==> config.mk <==
export PLATFORM = sky130hd
export DESIGN_NAME = hiw_hanc_window
export DESIGN_NICKNAME = d
export VERILOG_FILES = /design/src/core/hiw_pkg.sv /design/src/core/hiw_hanc_window.sv /design/src/core/hiw_span_check.sv
export SDC_FILE = /design/constraint.sdc
export NUM_CORES = 1
export LEC_CHECK = 0
export BUFFER_PORTS_ARGS = -buffer_cell sky130_fd_sc_hd__buf_2
export CAP_MARGIN = 5
export CORE_UTILIZATION = 45
export DETAILED_ROUTE_END_ITERATION = 16
export MAX_ROUTING_LAYER = met4
export PLACE_DENSITY = 0.69
export SLEW_MARGIN = 20
export SYNTH_ARGS = -nofsm -noshare
export SYNTH_HDL_FRONTEND = slang
export SYNTH_SLANG_ARGS = --single-unit
==> constraint.sdc <==
create_clock -name pclk -period 6.1 [get_ports pclk]
set_input_delay 0.61 -clock pclk [delete_from_list [all_inputs] [get_ports pclk]]
set_output_delay 0.61 -clock pclk [all_outputs]
set_load 0.05 [all_outputs]
==> src/core/hiw_pkg.sv <==
// Package with register map, field layout and reset values of the ancillary window block.
`default_nettype none

package hiw_pkg;

    // ************************************************************
    // Register map
    // ************************************************************
    localparam int unsigned HIW_ADDR_W = 8;
    localparam logic [7:0] HIW_OFF_VSIZE     = 8'h00;
    localparam logic [7:0] HIW_OFF_TOP_START = 8'h04;
    localparam logic [7:0] HIW_OFF_TOP_SIZE  = 8'h08;
    localparam logic [7:0] HIW_OFF_BOT_START = 8'h0C;
    localparam logic [7:0] HIW_OFF_CTRL      = 8'h10;
    localparam logic [7:0] HIW_OFF_LINE_LEN  = 8'h14;
    localparam logic [7:0] HIW_OFF_STATUS    = 8'h18;

    // ************************************************************
    // Field layout
    // ************************************************************
    localparam int unsigned HIW_FLD_W       = 11;
    localparam int unsigned HIW_LO_LSB      = 0;
    localparam int unsigned HIW_HI_LSB      = 16;
    localparam int unsigned HIW_CTRL_EN     = 0;
    localparam int unsigned HIW_CTRL_ILACE  = 1;
    localparam int unsigned HIW_STAT_FIELD  = 31;
    localparam int unsigned HIW_STAT_ACTIVE = 30;
    localparam int unsigned HIW_ANC_ALIGN   = 8;

    // ************************************************************
    // Reset values
    // ************************************************************
    localparam logic [10:0] HIW_FIELD_RST    = 11'h000;
    localparam logic [1:0]  HIW_CTRL_RST     = 2'h0;
    localparam logic [10:0] HIW_LINE_LEN_RST = 11'h7FF;
    localparam logic [10:0] HIW_LINE_CNT_RST = 11'h001;
    localparam logic [10:0] HIW_PIX_CNT_RST  = 11'h000;
    localparam logic [7:0]  HIW_BYTE_RST     = 8'h00;
    localparam logic [31:0] HIW_WORD_RST     = 32'h0000_0000;

    // ************************************************************
    // Channel state
    // ************************************************************
    typedef enum logic [1:0] {
        HIW_ST_IDLE   = 2'b00,
        HIW_ST_TOP    = 2'b01,
        HIW_ST_BOTTOM = 2'b11
    } hiw_state_t;

endpackage

`default_nettype wire

==> src/core/hiw_hanc_window.sv <==
// Ancillary insertion window for one video output channel, with an APB register file.
// What this block does
// - An 11-bit field in the low bits holds the channel's vertical image size.
// - An 11-bit field at bits 26-16 gives the line where top-field insertion starts.
// - Line start positions are compared with a line counter that resets to 1.
// - An 11-bit field at bits 10-0 gives the pixel where top-field insertion starts.
// - Pixel start positions are compared with a pixel counter that resets to 0.
// - An 11-bit field at bits 26-16 gives the number of top-field ancillary lines.
// - An 11-bit field at bits 10-0 gives the ancillary extent on each line.
// - Separate bottom-field line and pixel starts use the same two counters.
//
// Chosen here: the APB interface to the registers and the register addresses.
`default_nettype none

module hiw_hanc_window
    import hiw_pkg::*;
#(
    parameter int unsigned FLD_W = HIW_FLD_W
) (
    input  wire logic             pclk,
    input  wire logic             presetn,
    input  wire logic             psel,
    input  wire logic             penable,
    input  wire logic             pwrite,
    input  wire logic [7:0]       paddr,
    input  wire logic [31:0]      pwdata,
    output logic      [31:0]      prdata,
    output logic                  pready,
    output logic                  pslverr,
    input  wire logic [7:0]       vid_byte,
    input  wire logic             vid_valid,
    input  wire logic [7:0]       anc_byte,
    output logic                  anc_ready,
    output logic      [7:0]       out_byte,
    output logic                  out_valid,
    output logic                  out_is_anc,
    output logic                  field_bottom,
    output logic      [FLD_W-1:0] line_count,
    output logic      [FLD_W-1:0] pixel_count
);

    // ************************************************************
    // Register file state
    // ************************************************************
    logic [FLD_W-1:0] vsize_reg,      vsize_next;
    logic [FLD_W-1:0] top_line_reg,   top_line_next;
    logic [FLD_W-1:0] top_pix_reg,    top_pix_next;
    logic [FLD_W-1:0] top_lspan_reg,  top_lspan_next;
    logic [FLD_W-1:0] top_pspan_reg,  top_pspan_next;
    logic [FLD_W-1:0] bot_line_reg,   bot_line_next;
    logic [FLD_W-1:0] bot_pix_reg,    bot_pix_next;
    logic [FLD_W-1:0] line_len_reg,   line_len_next;
    logic [1:0]       ctrl_reg,       ctrl_next;
    logic [31:0]      prdata_reg,     prdata_next;

    logic        wr_en;
    logic        rd_setup;
    logic        addr_hit;
    logic [31:0] rd_word;

    // ************************************************************
    // Counter and field state
    // ************************************************************
    hiw_state_t       state_reg,   state_next;
    logic [FLD_W-1:0] line_reg,    line_next;
    logic [FLD_W-1:0] pix_reg,     pix_next;

    // ************************************************************
    // Output byte path state
    // ************************************************************
    logic [7:0] obyte_reg,  obyte_next;
    logic       ovalid_reg, ovalid_next;
    logic       oanc_reg,   oanc_next;

    logic             chan_en;
    logic             chan_active;
    logic [FLD_W-1:0] sel_line_start;
    logic [FLD_W-1:0] sel_pix_start;
    logic             line_hit;
    logic             pix_hit;
    logic             win_hit;

    // ************************************************************
    // APB decode
    // ************************************************************
    // The slave never inserts wait states, so every access ends in its first access cycle.
    assign pready   = 1'b1;
    assign wr_en    = psel & penable & pwrite;
    assign rd_setup = psel & ~penable & ~pwrite;
    assign pslverr  = psel & penable & ~addr_hit;

    always_comb begin
        addr_hit = 1'b1;
        rd_word  = HIW_WORD_RST;
        case (paddr)
            HIW_OFF_VSIZE: begin
                rd_word[HIW_LO_LSB +: FLD_W] = vsize_reg;
            end
            HIW_OFF_TOP_START: begin
                rd_word[HIW_HI_LSB +: FLD_W] = top_line_reg;
                rd_word[HIW_LO_LSB +: FLD_W] = top_pix_reg;
            end
            HIW_OFF_TOP_SIZE: begin
                rd_word[HIW_HI_LSB +: FLD_W] = top_lspan_reg;
                rd_word[HIW_LO_LSB +: FLD_W] = top_pspan_reg;
            end
            HIW_OFF_BOT_START: begin
                rd_word[HIW_HI_LSB +: FLD_W] = bot_line_reg;
                rd_word[HIW_LO_LSB +: FLD_W] = bot_pix_reg;
            end
            HIW_OFF_CTRL: begin
                rd_word[HIW_CTRL_EN]    = ctrl_reg[HIW_CTRL_EN];
                rd_word[HIW_CTRL_ILACE] = ctrl_reg[HIW_CTRL_ILACE];
            end
            HIW_OFF_LINE_LEN: begin
                rd_word[HIW_LO_LSB +: FLD_W] = line_len_reg;
            end
            HIW_OFF_STATUS: begin
                rd_word[HIW_STAT_FIELD]      = (state_reg == HIW_ST_BOTTOM);
                rd_word[HIW_STAT_ACTIVE]     = chan_active;
                rd_word[HIW_HI_LSB +: FLD_W] = line_reg;
                rd_word[HIW_LO_LSB +: FLD_W] = pix_reg;
            end
            default: begin
                addr_hit = 1'b0;
            end
        endcase
    end

    // ************************************************************
    // Register writes
    // ************************************************************
    // Start and size fields are stored as written; the low three bits are not
    // forced to zero, so a misaligned value shifts the window by that amount.
    always_comb begin
        vsize_next     = vsize_reg;
        top_line_next  = top_line_reg;
        top_pix_next   = top_pix_reg;
        top_lspan_next = top_lspan_reg;
        top_pspan_next = top_pspan_reg;
        bot_line_next  = bot_line_reg;
        bot_pix_next   = bot_pix_reg;
        line_len_next  = line_len_reg;
        ctrl_next      = ctrl_reg;
        if (wr_en) begin
            case (paddr)
                HIW_OFF_VSIZE: begin
                    vsize_next = pwdata[HIW_LO_LSB +: FLD_W];
                end
                HIW_OFF_TOP_START: begin
                    top_line_next = pwdata[HIW_HI_LSB +: FLD_W];
                    top_pix_next  = pwdata[HIW_LO_LSB +: FLD_W];
                end
                HIW_OFF_TOP_SIZE: begin
                    top_lspan_next = pwdata[HIW_HI_LSB +: FLD_W];
                    top_pspan_next = pwdata[HIW_LO_LSB +: FLD_W];
                end
                HIW_OFF_BOT_START: begin
                    bot_line_next = pwdata[HIW_HI_LSB +: FLD_W];
                    bot_pix_next  = pwdata[HIW_LO_LSB +: FLD_W];
                end
                HIW_OFF_CTRL: begin
                    ctrl_next[HIW_CTRL_EN]    = pwdata[HIW_CTRL_EN];
                    ctrl_next[HIW_CTRL_ILACE] = pwdata[HIW_CTRL_ILACE];
                end
                HIW_OFF_LINE_LEN: begin
                    line_len_next = pwdata[HIW_LO_LSB +: FLD_W];
                end
                default: begin
                    ctrl_next = ctrl_reg;
                end
            endcase
        end
        prdata_next = rd_setup ? rd_word : prdata_reg;
    end

    always_ff @(posedge pclk or negedge presetn) begin
        if (!presetn) begin
            vsize_reg     <= HIW_FIELD_RST;
            top_line_reg  <= HIW_FIELD_RST;
            top_pix_reg   <= HIW_FIELD_RST;
            top_lspan_reg <= HIW_FIELD_RST;
            top_pspan_reg <= HIW_FIELD_RST;
            bot_line_reg  <= HIW_FIELD_RST;
            bot_pix_reg   <= HIW_FIELD_RST;
            line_len_reg  <= HIW_LINE_LEN_RST;
            ctrl_reg      <= HIW_CTRL_RST;
            prdata_reg    <= HIW_WORD_RST;
        end else begin
            vsize_reg     <= vsize_next;
            top_line_reg  <= top_line_next;
            top_pix_reg   <= top_pix_next;
            top_lspan_reg <= top_lspan_next;
            top_pspan_reg <= top_pspan_next;
            bot_line_reg  <= bot_line_next;
            bot_pix_reg   <= bot_pix_next;
            line_len_reg  <= line_len_next;
            ctrl_reg      <= ctrl_next;
            prdata_reg    <= prdata_next;
        end
    end

    assign prdata = prdata_reg;

    // ************************************************************
    // Line and pixel counters with field tracking
    // ************************************************************
    // Clearing the enable parks both counters at their reset values, so a new
    // frame always starts at line 1, pixel 0 in the top field.
    assign chan_en     = ctrl_reg[HIW_CTRL_EN];
    assign chan_active = (state_reg != HIW_ST_IDLE);

    always_comb begin
        state_next = state_reg;
        line_next  = line_reg;
        pix_next   = pix_reg;
        case (state_reg)
            HIW_ST_IDLE: begin
                line_next = HIW_LINE_CNT_RST;
                pix_next  = HIW_PIX_CNT_RST;
                if (chan_en) begin
                    state_next = HIW_ST_TOP;
                end
            end
            HIW_ST_TOP, HIW_ST_BOTTOM: begin
                if (!chan_en) begin
                    state_next = HIW_ST_IDLE;
                    line_next  = HIW_LINE_CNT_RST;
                    pix_next   = HIW_PIX_CNT_RST;
                end else if (vid_valid) begin
                    if (pix_reg >= line_len_reg) begin
                        pix_next = HIW_PIX_CNT_RST;
                        if (line_reg >= vsize_reg) begin
                            // The image size counts lines of one field.
                            line_next = HIW_LINE_CNT_RST;
                            if (ctrl_reg[HIW_CTRL_ILACE] && state_reg == HIW_ST_TOP) begin
                                state_next = HIW_ST_BOTTOM;
                            end else begin
                                state_next = HIW_ST_TOP;
                            end
                        end else begin
                            line_next = line_reg + 1'b1;
                        end
                    end else begin
                        pix_next = pix_reg + 1'b1;
                    end
                end
            end
            default: begin
                state_next = HIW_ST_IDLE;
                line_next  = HIW_LINE_CNT_RST;
                pix_next   = HIW_PIX_CNT_RST;
            end
        endcase
    end

    always_ff @(posedge pclk or negedge presetn) begin
        if (!presetn) begin
            state_reg <= HIW_ST_IDLE;
            line_reg  <= HIW_LINE_CNT_RST;
            pix_reg   <= HIW_PIX_CNT_RST;
        end else begin
            state_reg <= state_next;
            line_reg  <= line_next;
            pix_reg   <= pix_next;
        end
    end

    assign field_bottom = (state_reg == HIW_ST_BOTTOM);
    assign line_count   = line_reg;
    assign pixel_count  = pix_reg;

    // ************************************************************
    // Insertion window
    // ************************************************************
    // Both fields share the top-field spans, since the bottom field has no
    // span settings of its own in this block.
    always_comb begin
        if (state_reg == HIW_ST_BOTTOM) begin
            sel_line_start = bot_line_reg;
            sel_pix_start  = bot_pix_reg;
        end else begin
            sel_line_start = top_line_reg;
            sel_pix_start  = top_pix_reg;
        end
    end

    hiw_span_check #(
        .W (FLD_W)
    ) u_line_span (
        .count (line_reg),
        .start (sel_line_start),
        .size  (top_lspan_reg),
        .hit   (line_hit)
    );

    hiw_span_check #(
        .W (FLD_W)
    ) u_pix_span (
        .count (pix_reg),
        .start (sel_pix_start),
        .size  (top_pspan_reg),
        .hit   (pix_hit)
    );

    assign win_hit   = chan_active & line_hit & pix_hit;
    assign anc_ready = win_hit & vid_valid;

    // ************************************************************
    // Output byte path
    // ************************************************************
    // A byte is tagged with the counter position it was accepted at and
    // leaves one cycle later; disabled channels pass video straight through.
    always_comb begin
        obyte_next  = obyte_reg;
        ovalid_next = vid_valid;
        oanc_next   = vid_valid & win_hit;
        if (vid_valid) begin
            obyte_next = win_hit ? anc_byte : vid_byte;
        end
    end

    always_ff @(posedge pclk or negedge presetn) begin
        if (!presetn) begin
            obyte_reg  <= HIW_BYTE_RST;
            ovalid_reg <= 1'b0;
            oanc_reg   <= 1'b0;
        end else begin
            obyte_reg  <= obyte_next;
            ovalid_reg <= ovalid_next;
            oanc_reg   <= oanc_next;
        end
    end

    assign out_byte   = obyte_reg;
    assign out_valid  = ovalid_reg;
    assign out_is_anc = oanc_reg;

endmodule

`default_nettype wire

==> src/core/hiw_span_check.sv <==
// Span comparator: tells whether a counter lies in [start, start + size).
`default_nettype none

module hiw_span_check #(
    parameter int unsigned W = 11
) (
    input  wire logic [W-1:0] count,
    input  wire logic [W-1:0] start,
    input  wire logic [W-1:0] size,
    output logic              hit
);

    logic [W:0] offset;

    // The offset is one bit wider so start + size may pass the counter range.
    always_comb begin
        offset = {1'b0, count} - {1'b0, start};
        hit    = (count >= start) && (offset < {1'b0, size});
    end

endmodule

`default_nettype wire

==> metrics.yaml, run 1 <==
status:
  status: "finished, final reports clean"
setup_path:
  cp_data_required_time_ns: 5.49
  worstPathMaxFanout: 9
  slowest_stage: "dfrtp_1"
  cp-start-kind: "register"
  r2r_slack_ns: 1.15
  crit_buf_inv: 2
  worstSetupPathType: "reg2out"
  critPathCaptureType: "primary output"
  crit_family: "simple AND/OR/NAND/NOR gates"
  max_stage_delay_ns: 0.42
  reg2reg_from: "state_reg[0]"
  crit_path_cell_trace: "nand2_1 -> buf_6 -> mux2_2 -> ha_1 -> fa_1 -> nor2b_1 -> o21ai_1 -> nand2_1 -> a21o_1 -> a21o_1 -> a31oi_1 -> nor4b_1 -> or3_1 -> ha_1 -> nor4_1 -> o2111ai_1 -> nor4_2 -> nand4_1 -> nor3_4 -> and2_1 -> buf_4"
  reg2reg_to: "out_byte[1]"
  ff2ff_path_depth: 22
  arrival_ns: 5.10
logic_synthesis:
  synth_seq_cells: 148
  synth_area_sq_um: 8850
  synth-edff-count: 0
  synth_async_sr_flop_share: 1.00
  synth-seq-area-share: 0.420
  synth_top_area_frac: 0.385
  synth-main-ff-cell: "dfrtp_1"
  yosys.area.top_type: "dfrtp_1"
  syn_area_per_cell_sq_um: 10.2
  synthCells: 866
  yosysWarnings: 0
  yosys-top-cells-area: "dfrtp_1 (38%), mux2_1 (9.7%), ha_1 (9.3%)"
  ys_types: 62
floorplanning:
  dieArea_sq_um: 20200
  die_h_microns: 142
  core_sq_um: 19000
  die_x_microns: 142
  initial_core_util: 0.467
  rows: 50
  ios: 130
sta:
  whs_ns: 0.195
  setup_viol: 0
  final-max-slew-violation-count: 0
  finalCriticalPeriod_ns: 5.71
  tightest_slew_ns: 1.15
  rsz0062_at_grt: "no"
  finalClockSkew_ns: 0.0122
  period_share: 0.936
  max_freq_ghz: 0.175
  final-hold-violation-count: 0
  worst_slew_margin_rel: 0.231
  setup_tns_ns: 0
  fin_ws_ns: 0.391
cells_and_area:
  layout_common_cells: "dfrtp_1 (136), buf_2 (108), nand2_1 (80), mux2_1 (76), ha_1 (66)"
  fin_cells: 1242
  final_nets: 1097
  layout_commonest_cell: "dfrtp_1"
  area_delta_synth_final_pct: 15.6
  largest_reg_flops: 24
  drive_gt1_frac: 0.187
cts:
  numCtsBuffers: 17
  insertion_delay_ns: 0.43
  htree_levels: 4
  clk_pin_slew_ns: 0.06
  clockRootBuffer: "clkbuf_16"
  cts_tree: "done"
  cts.hold.buffers_added: 0
  clock_sink_count: 148
  clockBufferDepth: 2
detailed_routing:
  ant_nets: 0
  num_vias: 7038
  drt_iter0_drc: 635
  first_pass_iters: 7
  wire_per_inst_microns: 18.9
  routed_via_density: 5.67
  drc: 0
  drt-total-wl_microns: 23500
flow_run:
  drv_cap: 0
global_routing:
  track_usage: 0.252
  grt_max_degree: 77
  antenna_found_initial: 1
  grt_pass1_vias: 6969
  grt_pass1_wl_microns: 37500
  grt.overflow.total: 0
power_and_ir_drop:
  ir_worst_vdd_v: 0.000178
  totalPowerFinal_mw: 2.27
  leakage_nw: 5.39
  power_density_nw_per_um2: 222
min_path:
  hold_class: "in2async"
place:
  numPlacedInstances: 1208
  dp_worst_setup_slack_ns: 0.649
  gp_congestion: 0.912
  portBuffers: 110
  place_hpwl_microns: 16600
cells by family after synthesis:
group,Yosys count,share of synthesized area
AND/OR/NAND/NOR,215,0.119
AO/OA/AOI/OAI,197,0.152
flip-flops,148,0.420
multiplexers,112,0.139
buffers and inverters,102,0.0499
adder cells (fa/ha/maj),68,0.0979
XOR/XNOR,22,0.0218
other,2,0.000849
worst max path at each step:
stage,start,endpoint,slack (ns),cells after the start
floorplan,state_reg[0],anc_ready,0.82,20
global placement,state_reg[0],anc_ready,0.68,21
detailed placement,state_reg[0],anc_ready,0.65,21
CTS,state_reg[0],anc_ready,0.16,21
global route,state_reg[0],anc_ready,0.02,21
finish,state_reg[0],anc_ready,0.39,21
repair_timing:
| item | CTS | global route |
|---|---|---|
| gates resized for setup | 0 | 4 |
| setup buffers | 0 | 0 |
| endpoints found under the setup margin | 0 | 1 |
synth_stat cells, types with 11 or more instances:
cell	count
dfrtp_1	136
nand2_1	80
mux2_1	76
ha_1	66
inv_1	55
nor2_1	51
a21oi_1	43
a21o_1	29
mux2i_1	28
o21ai_1	26
clkbuf_1	23
o21ai_0	23
a222oi_1	20
and3_1	15
nor2b_1	14
dfstp_2	12
nand3_1	12
xor2_1	12
a221oi_1	11
a22o_1	11
stage by stage:
step | instance area (sq um) | util
after floorplan | 8870 | -
after global placement | 9620 | 0.507
after detailed placement | 9620 | 0.507
after CTS | 10200 | 0.538
after global routing | 10200 | 0.539
final | 10200 | 0.539
report_power, final:
group | switching, mW | internal, mW | total, mW
Combinational | 0.135 | 0.0709 | 0.206
Sequential | 0.0104 | 0.999 | 1.01
Clock | 0.431 | 0.623 | 1.05
per-layer routing:
| layer | routed length [microns] | GRT usage |
|---|---|---|
| met1 | 10700 | 0.325 |
| met2 | 10700 | 0.387 |
| met3 | 1510 | 0.0572 |
| met4 | 654 | 0.0905 |
| met5 | 0 | - |
layout make-up:
type	instances	area, sq um
clock inverters	12	130
clock buffers	20	457
flip-flops and latches	148	3720
inverters	55	206
well taps	260	325
fillers	1725	8730
diodes	2	5.00
repair buffers	122	653
multi-input cells	623	4730
No activity file was read; power rests on OpenSTA's default activity.
==> run 2, diff against run 1 <==
--- a/config.mk
+++ b/config.mk
@@ -5,6 +5,7 @@
 export SDC_FILE = /design/constraint.sdc
 export NUM_CORES = 1
 export LEC_CHECK = 0
+export ABC_AREA = 1
 export BUFFER_PORTS_ARGS = -buffer_cell sky130_fd_sc_hd__buf_2
 export CAP_MARGIN = 5
 export CORE_UTILIZATION = 45
==> run 2 against run 1 <==
Net effect: wire length is 11% higher; sequential share of layout area is 0.72 points lower; largest cell class unchanged; via count is 20% higher; combinational power is 23% higher; critical endpoint unchanged.
==> metrics.yaml, run 2 <==
logic_synthesis:
  synth_seq_cells: 148  # unchanged
  yosys.area.top_type: "dfrtp_1"
  synth.most_common_cell: "nand2_1"
  synth_top_area_frac: 0.374  # -0.0109
  yosys-top-cells-area: "dfrtp_1 (37%), nand2_1 (13%), ha_1 (9.1%)"
  synthCells: 1189  # +37%
  synth_area_sq_um: 9100  # +2.9%
  synth-seq-area-share: 0.408  # -0.0119
  synth_async_sr_flop_share: 1.00  # unchanged
  yosysWarnings: 0  # unchanged
  syn_area_per_cell_sq_um: 7.66  # -25%
  synth-edff-count: 0  # unchanged
  ys_types: 42  # -32%
  synthTopCellsByCount: "nand2_1 (304), inv_1 (173), o21ai_0 (158), dfrtp_1 (136), ha_1 (66)"
  synth-main-ff-cell: "dfrtp_1"
cts:
  cts_setup_buffers: 0  # unchanged
  htree_levels: 4  # unchanged
  cts_resized: 0  # unchanged
  clockRootBuffer: "clkbuf_16"
  cts_tree: "done"
  insertion_delay_ns: 0.43  # about the same
  clockBufferDepth: 2  # unchanged
  numCtsBuffers: 17  # unchanged
  cts.hold.buffers_added: 0  # unchanged
  clk_pin_slew_ns: 0.06  # about the same
  clock_sink_count: 148  # unchanged
sta:
  period_share: 0.887  # -0.0487
  max_freq_ghz: 0.185  # +5.5%
  tightest_slew_ns: 0.939  # -0.211 ns
  final-hold-violation-count: 0  # unchanged
  final-max-slew-violation-count: 0  # unchanged
  finalCriticalPeriod_ns: 5.41  # -0.297 ns
  setup_tns_ns: 0  # unchanged
  worst_slew_margin_rel: 0.373  # +0.142
  rsz0062_at_grt: "no"
  setup_viol: 0  # unchanged
  finalClockSkew_ns: 0.00669  # -0.00553 ns
global_routing:
  grt.overflow.total: 0  # unchanged
  antenna_found_initial: 0  # -1
  grt_pass1_vias: 7758  # +11%
  track_usage: 0.272  # +0.0196
  grt_pass1_wl_microns: 41400  # +11%
  grt_max_degree: 98  # +27%
place:
  place_hpwl_microns: 19300  # +16%
  portBuffers: 110  # unchanged
  gp_congestion: 0.914  # +0.23%
cells_and_area:
  area_delta_synth_final_pct: 14.5
  drive_gt1_frac: 0.136  # -0.0509
  n_antenna_cell: 0  # -2
  largest_reg_flops: 24  # unchanged
  multiInputGateArea_sq_um: 4520  # -4.3%
  layout_common_cells: "nand2_1 (304), inv_1 (173), o21ai_0 (158), dfrtp_1 (136), buf_2 (109)"
  num-fill-cells: 1926  # +12%
  final_nets: 1413  # +29%
  layout_commonest_cell: "nand2_1"
  regArea_sq_um: 3720  # unchanged
setup_path:
  reg2reg_from: "state_reg[0]"
  worstPathMaxFanout: 22  # +13
  startpoint: "state_reg[0]"
  cp_data_required_time_ns: 5.49  # about the same
  worstSetupPathType: "reg2out"
  arrival_ns: 4.80  # -0.30 ns
  critPathCaptureType: "primary output"
  cp-start-kind: "register"
floorplanning:
  initial_core_util: 0.463  # -0.00346
  die_x_microns: 144  # +1.4%
  rows: 51  # +2.0%
  core_sq_um: 19700  # +3.7%
  die_h_microns: 144  # +1.4%
  ios: 130  # unchanged
  dieArea_sq_um: 20800  # +2.9%
detailed_routing:
  num_vias: 8418  # +20%
  drt_iter0_drc: 777  # +22%
  ant_nets: 0  # unchanged
  drt-total-wl_microns: 26200  # +11%
  first_pass_iters: 5  # -2
  drc: 0  # unchanged
  routed_via_density: 5.39  # -4.8%
  wire_per_inst_microns: 16.8  # -11%
power_and_ir_drop:
  p_sw_uw: 620  # +7.4%
  p_clk_frac: 0.461  # -0.003
  switching_share: 0.265  # +0.0106
  leakage_nw: 5.28  # -2.1%
  power_density_nw_per_um2: 224  # +1.1%
  ir_worst_vdd_v: 0.000133  # -25%
  intPower_mw: 1.72  # +1.7%
  combPwrFrac: 0.109  # +0.018
  power_frac_seq: 0.430  # -0.015
  totalPowerFinal_mw: 2.34  # +3.1%
flow_run:
  drv_cap: 0  # unchanged
status:
  status: "finished, final reports clean"
min_path:
  hold_class: "in2async"
==> run 2: cell count changes after synthesis, moves of 27 or more <==
cell / change
nand3_1: +29
nor3_1: +27
mux2_1: -76
a21o_1: -28
nand2_1: +224
o22ai_1: +29
mux2i_1: -28
o21ai_0: +135
inv_1: +118
==> run 2: critical path, cell delays in order (launching register included) <==
cell and delay (ns):
dfrtp_1 0.63, nand2_1 0.14, buf_4 0.23, nand2_1 0.08, o21ai_0 0.08, ha_1 0.21
fa_1 0.40, nand3b_1 0.17, nand2_1 0.13, a21oi_1 0.11, o21ai_0 0.29, a21oi_1 0.13
xor2_1 0.16, ha_1 0.21, nor3_1 0.22, nand3_2 0.12, nor3_4 0.38, nand3_4 0.21
nor2_1 0.17, buf_2 0.28
==> run 2: layout make-up <==
cell class	count	share of cell area
multi-input cells	824	0.434
flip-flops and latches	148	0.357
inverters	178	0.0641
repair buffers	114	0.0563
clock buffers	19	0.0425
well taps	265	0.0318
clock inverters	13	0.0150
==> run 2: worst paths after layout <==
kind,to,slack [ns],depth (start not counted)
max,anc_ready,0.69,19
min,prdata[21],0.27,1
max reg2reg,out_byte[6],1.81,20
min reg2reg,out_byte[6],0.48,2
max in group asynchronous,state_reg[0],4.58,2
min in group pclk,out_valid,0.42,1
==> run 2: per-stage QoR <==
stage / hold slack [ns] / utilization / instance area (sq um) / setup WS, ns / cells
2_1_floorplan: 0.314 / - / 9130 / 1.27 / 1196
3_3_place_gp: 0.457 / 0.500 / 9830 / 1.22 / 1529
3_5_place_dp: 0.462 / 0.500 / 9830 / 1.18 / 1529
4_1_cts: 0.317 / 0.531 / 10400 / 0.720 / 1561
5_1_grt: 0.355 / 0.531 / 10400 / 0.231 / 1561
6_report: 0.274 / 0.531 / 10400 / 0.688 / 1561
==> run 2: power groups by stage <==
stage | clock, mW | sequential [mW] | combinational, mW
5_1_grt | 1.14 | 1.01 | 0.286
4_1_cts | 1.09 | 1.01 | 0.253
2_1_floorplan | 0 | 1.04 | 0.150
6_report | 1.08 | 1.01 | 0.254
3_3_place_gp | 0 | 1.02 | 0.248
3_5_place_dp | 0 | 1.02 | 0.251
==> run 2: cells by family (layout without fill, tap and decap cells) <==
logic type,Yosys count,in the layout,share of synthesized area
XOR/XNOR,31,31,0.0298
buffers and inverters,224,324,0.0976
flip-flops,148,148,0.408
other,2,9,0.000825
adder cells (fa/ha/maj),68,68,0.0951
AND/OR/NAND/NOR,461,461,0.216
AO/OA/AOI/OAI,255,255,0.152
==> run 2: per-layer routing <==
layer | vias to the layer above | global-route usage | part of all wire
li1 | 4072 | - | -
met1 | 3951 | 0.387 | 0.47
met2 | 367 | 0.391 | 0.43
met3 | 28 | 0.0550 | 0.088
met4 | 0 | 0.0726 | 0.013
met5 | - | - | 0
==> run 3, diff against run 2 <==
==> constraint.sdc (replaced) <==
create_clock -name pclk -period 6.1 [get_ports pclk]
set_input_delay 0.915 -clock pclk [delete_from_list [all_inputs] [get_ports pclk]]
set_output_delay 0.915 -clock pclk [all_outputs]
set_load 0.05 [all_outputs]
==> run 3 against run 2 <==
Net effect: maximum frequency down 3.5%; sequential cell count unchanged; wire length down 1.5%; via count down 2.2%; worst setup slack worse by 0.20 ns; combinational power about the same; design area up 0.30%; clock power about the same; cell count up 0.13%; register-to-register slack better by 0.03 ns.
==> metrics.yaml, run 3 (synthesized netlist as in run 2, its figures left out) <==
status:
  status: "finished, final reports clean"
cts:
  cts_tree: "done"
  clockBufferDepth: 2  # unchanged
  cts_setup_buffers: 0  # unchanged
  htree_levels: 4  # unchanged
  cts.hold.buffers_added: 0  # unchanged
  clockRootBuffer: "clkbuf_16"
  cts_resized: 0  # unchanged
  clk_pin_slew_ns: 0.06  # about the same
  insertion_delay_ns: 0.43  # about the same
  numCtsBuffers: 17  # unchanged
  clock_sink_count: 148  # unchanged
cells_and_area:
  n_antenna_cell: 0  # unchanged
  utilization: 0.532  # +0.00159
  final_area_sq_um: 10500  # +0.30%
  largest_reg_flops: 24  # unchanged
  area_delta_synth_final_pct: 14.9
  layout_common_cells: "nand2_1 (304), inv_1 (173), o21ai_0 (158), dfrtp_1 (136), buf_2 (109)"
  fin_cells: 1563  # +0.13%
  drive_gt1_frac: 0.135  # -0.000980
  layout_commonest_cell: "nand2_1"
  final_nets: 1415  # +0.14%
detailed_routing:
  drt-total-wl_microns: 25800  # -1.5%
  num_vias: 8230  # -2.2%
  drc: 0  # unchanged
  ant_nets: 0  # unchanged
  routed_via_density: 5.27  # -2.4%
  first_pass_iters: 5  # unchanged
  wire_per_inst_microns: 16.5  # -1.6%
  drt_iter0_drc: 698  # -10%
floorplanning:
  initial_core_util: 0.463  # unchanged
  rows: 51  # unchanged
  die_h_microns: 144  # unchanged
  ios: 130  # unchanged
  core_sq_um: 19700  # unchanged
  dieArea_sq_um: 20800  # unchanged
  die_x_microns: 144  # unchanged
sta:
  setup_tns_ns: 0  # unchanged
  final-max-slew-violation-count: 0  # unchanged
  setup_viol: 0  # unchanged
  max_freq_ghz: 0.178  # -3.5%
  period_share: 0.920  # +0.0323
  final-hold-violation-count: 0  # unchanged
  finalCriticalPeriod_ns: 5.61  # +0.197 ns
  worst_slew_margin_rel: 0.341  # -0.0315
  rsz0062_at_grt: "no"
  tightest_slew_ns: 0.986  # +0.0471 ns
  finalClockSkew_ns: 0.00699  # +0.000303 ns
place:
  numPlacedInstances: 1531  # +0.13%
  place_hpwl_microns: 19100  # -1.1%
  portBuffers: 110  # unchanged
  gp_congestion: 0.927  # +1.4%
  dpl-instance-area_sq_um: 9840  # +0.15%
power_and_ir_drop:
  power_frac_seq: 0.427  # -0.003
  ir_worst_vdd_v: 0.000177  # +33%
  p_clk_frac: 0.467  # +0.006
  switching_share: 0.256  # -0.00838
  totalPowerFinal_mw: 2.36  # +0.87%
  power_density_nw_per_um2: 226  # +0.57%
  intPower_mw: 1.76  # +2.0%
  p_sw_uw: 605  # -2.3%
  leakage_nw: 5.29  # +0.23%
  combPwrFrac: 0.107  # -0.002
global_routing:
  grt_pass1_wl_microns: 40300  # -2.7%
  grt.overflow.total: 0  # unchanged
  antenna_found_initial: 0  # unchanged
  track_usage: 0.266  # -0.00575
  grt_pass1_vias: 7494  # -3.4%
  grt_max_degree: 94  # -4.1%
setup_path:
  worstPathMaxFanout: 22  # unchanged
  critPathCaptureType: "primary output"
  cp-start-kind: "register"
  crit_path_cell_trace: "nand2_1 -> buf_4 -> nand2_1 -> o21ai_0 -> ha_1 -> fa_1 -> nand3b_1 -> nand2_1 -> a21oi_1 -> o21ai_0 -> a21oi_1 -> xor2_1 -> ha_1 -> nor3_1 -> nand3_2 -> nor3_4 -> nand3_4 -> nor2_1 -> buf_2"
  crit_top_cell: "nand2_1"
  arrival_ns: 4.69  # -0.11 ns
  cp_data_required_time_ns: 5.18  # -0.31 ns
  slowest_stage: "dfrtp_1"
  worstSetupPathType: "reg2out"
  max_stage_delay_ns: 0.64  # about the same
min_path:
  hold_class: "reg2reg"
flow_run:
  drv_cap: 0  # unchanged
## run 3: metrics by stage
step | worst slack (ns) | hold WS [ns]
detailed placement | 0.973 | 0.464
global route | 0.0973 | 0.488
CTS | 0.502 | 0.479
finish | 0.491 | 0.476
floorplan | 0.967 | 0.453
global placement | 1.03 | 0.458
## run 3: cell type report
cell class / count / area (sq um)
inverters: 178 / 668
flip-flops and latches: 148 / 3720
multi-input cells: 824 / 4520
well taps: 265 / 332
fillers: 1896 / 9200
clock inverters: 8 / 124
repair buffers: 116 / 602
clock buffers: 24 / 492
## run 3: final timing paths
kind	start	end	slack, ns	cells past startpoint
max in group asynchronous	presetn	bot_pix_reg[8]	4.36	2
worst max-delay path	state_reg[0]	anc_ready	0.49	19
min in group asynchronous	presetn	line_count[8]	0.53	1
worst min-delay path	prdata[6]	prdata[6]	0.48	2
worst max register to register	state_reg[0]	out_byte[6]	1.84	20
worst min register to register	prdata[6]	prdata[6]	0.48	2
## run 3: layer usage
metal / share of wire / wire length [microns] / global-route usage / up-vias
met5: 0 / 0 / - / -
met1: 0.47 / 12100 / 0.373 / 3786
met3: 0.084 / 2180 / 0.0464 / 37
met4: 0.020 / 529 / 0.0798 / 0
met2: 0.43 / 11000 / 0.392 / 334
li1: - / - / - / 4073
## run 3: power by group through the flow
stage	sequential (mW)	combinational, mW	clock (mW)
6_report	1.01	0.252	1.10
5_1_grt	1.01	0.283	1.16
4_1_cts	1.01	0.253	1.11
3_5_place_dp	1.02	0.252	0
3_3_place_gp	1.02	0.249	0
2_1_floorplan	1.04	0.150	0
## run 3: worst max-delay path, delay by kind of cell, from the launching register on
family / cells / cell delay [ns]
AND/OR/NAND/NOR: 9 / 1.40
buffers and inverters: 2 / 0.52
AO/OA/AOI/OAI: 4 / 0.69
XOR/XNOR: 1 / 0.17
adder cells (fa/ha/maj): 3 / 0.82
flip-flops: 1 / 0.64
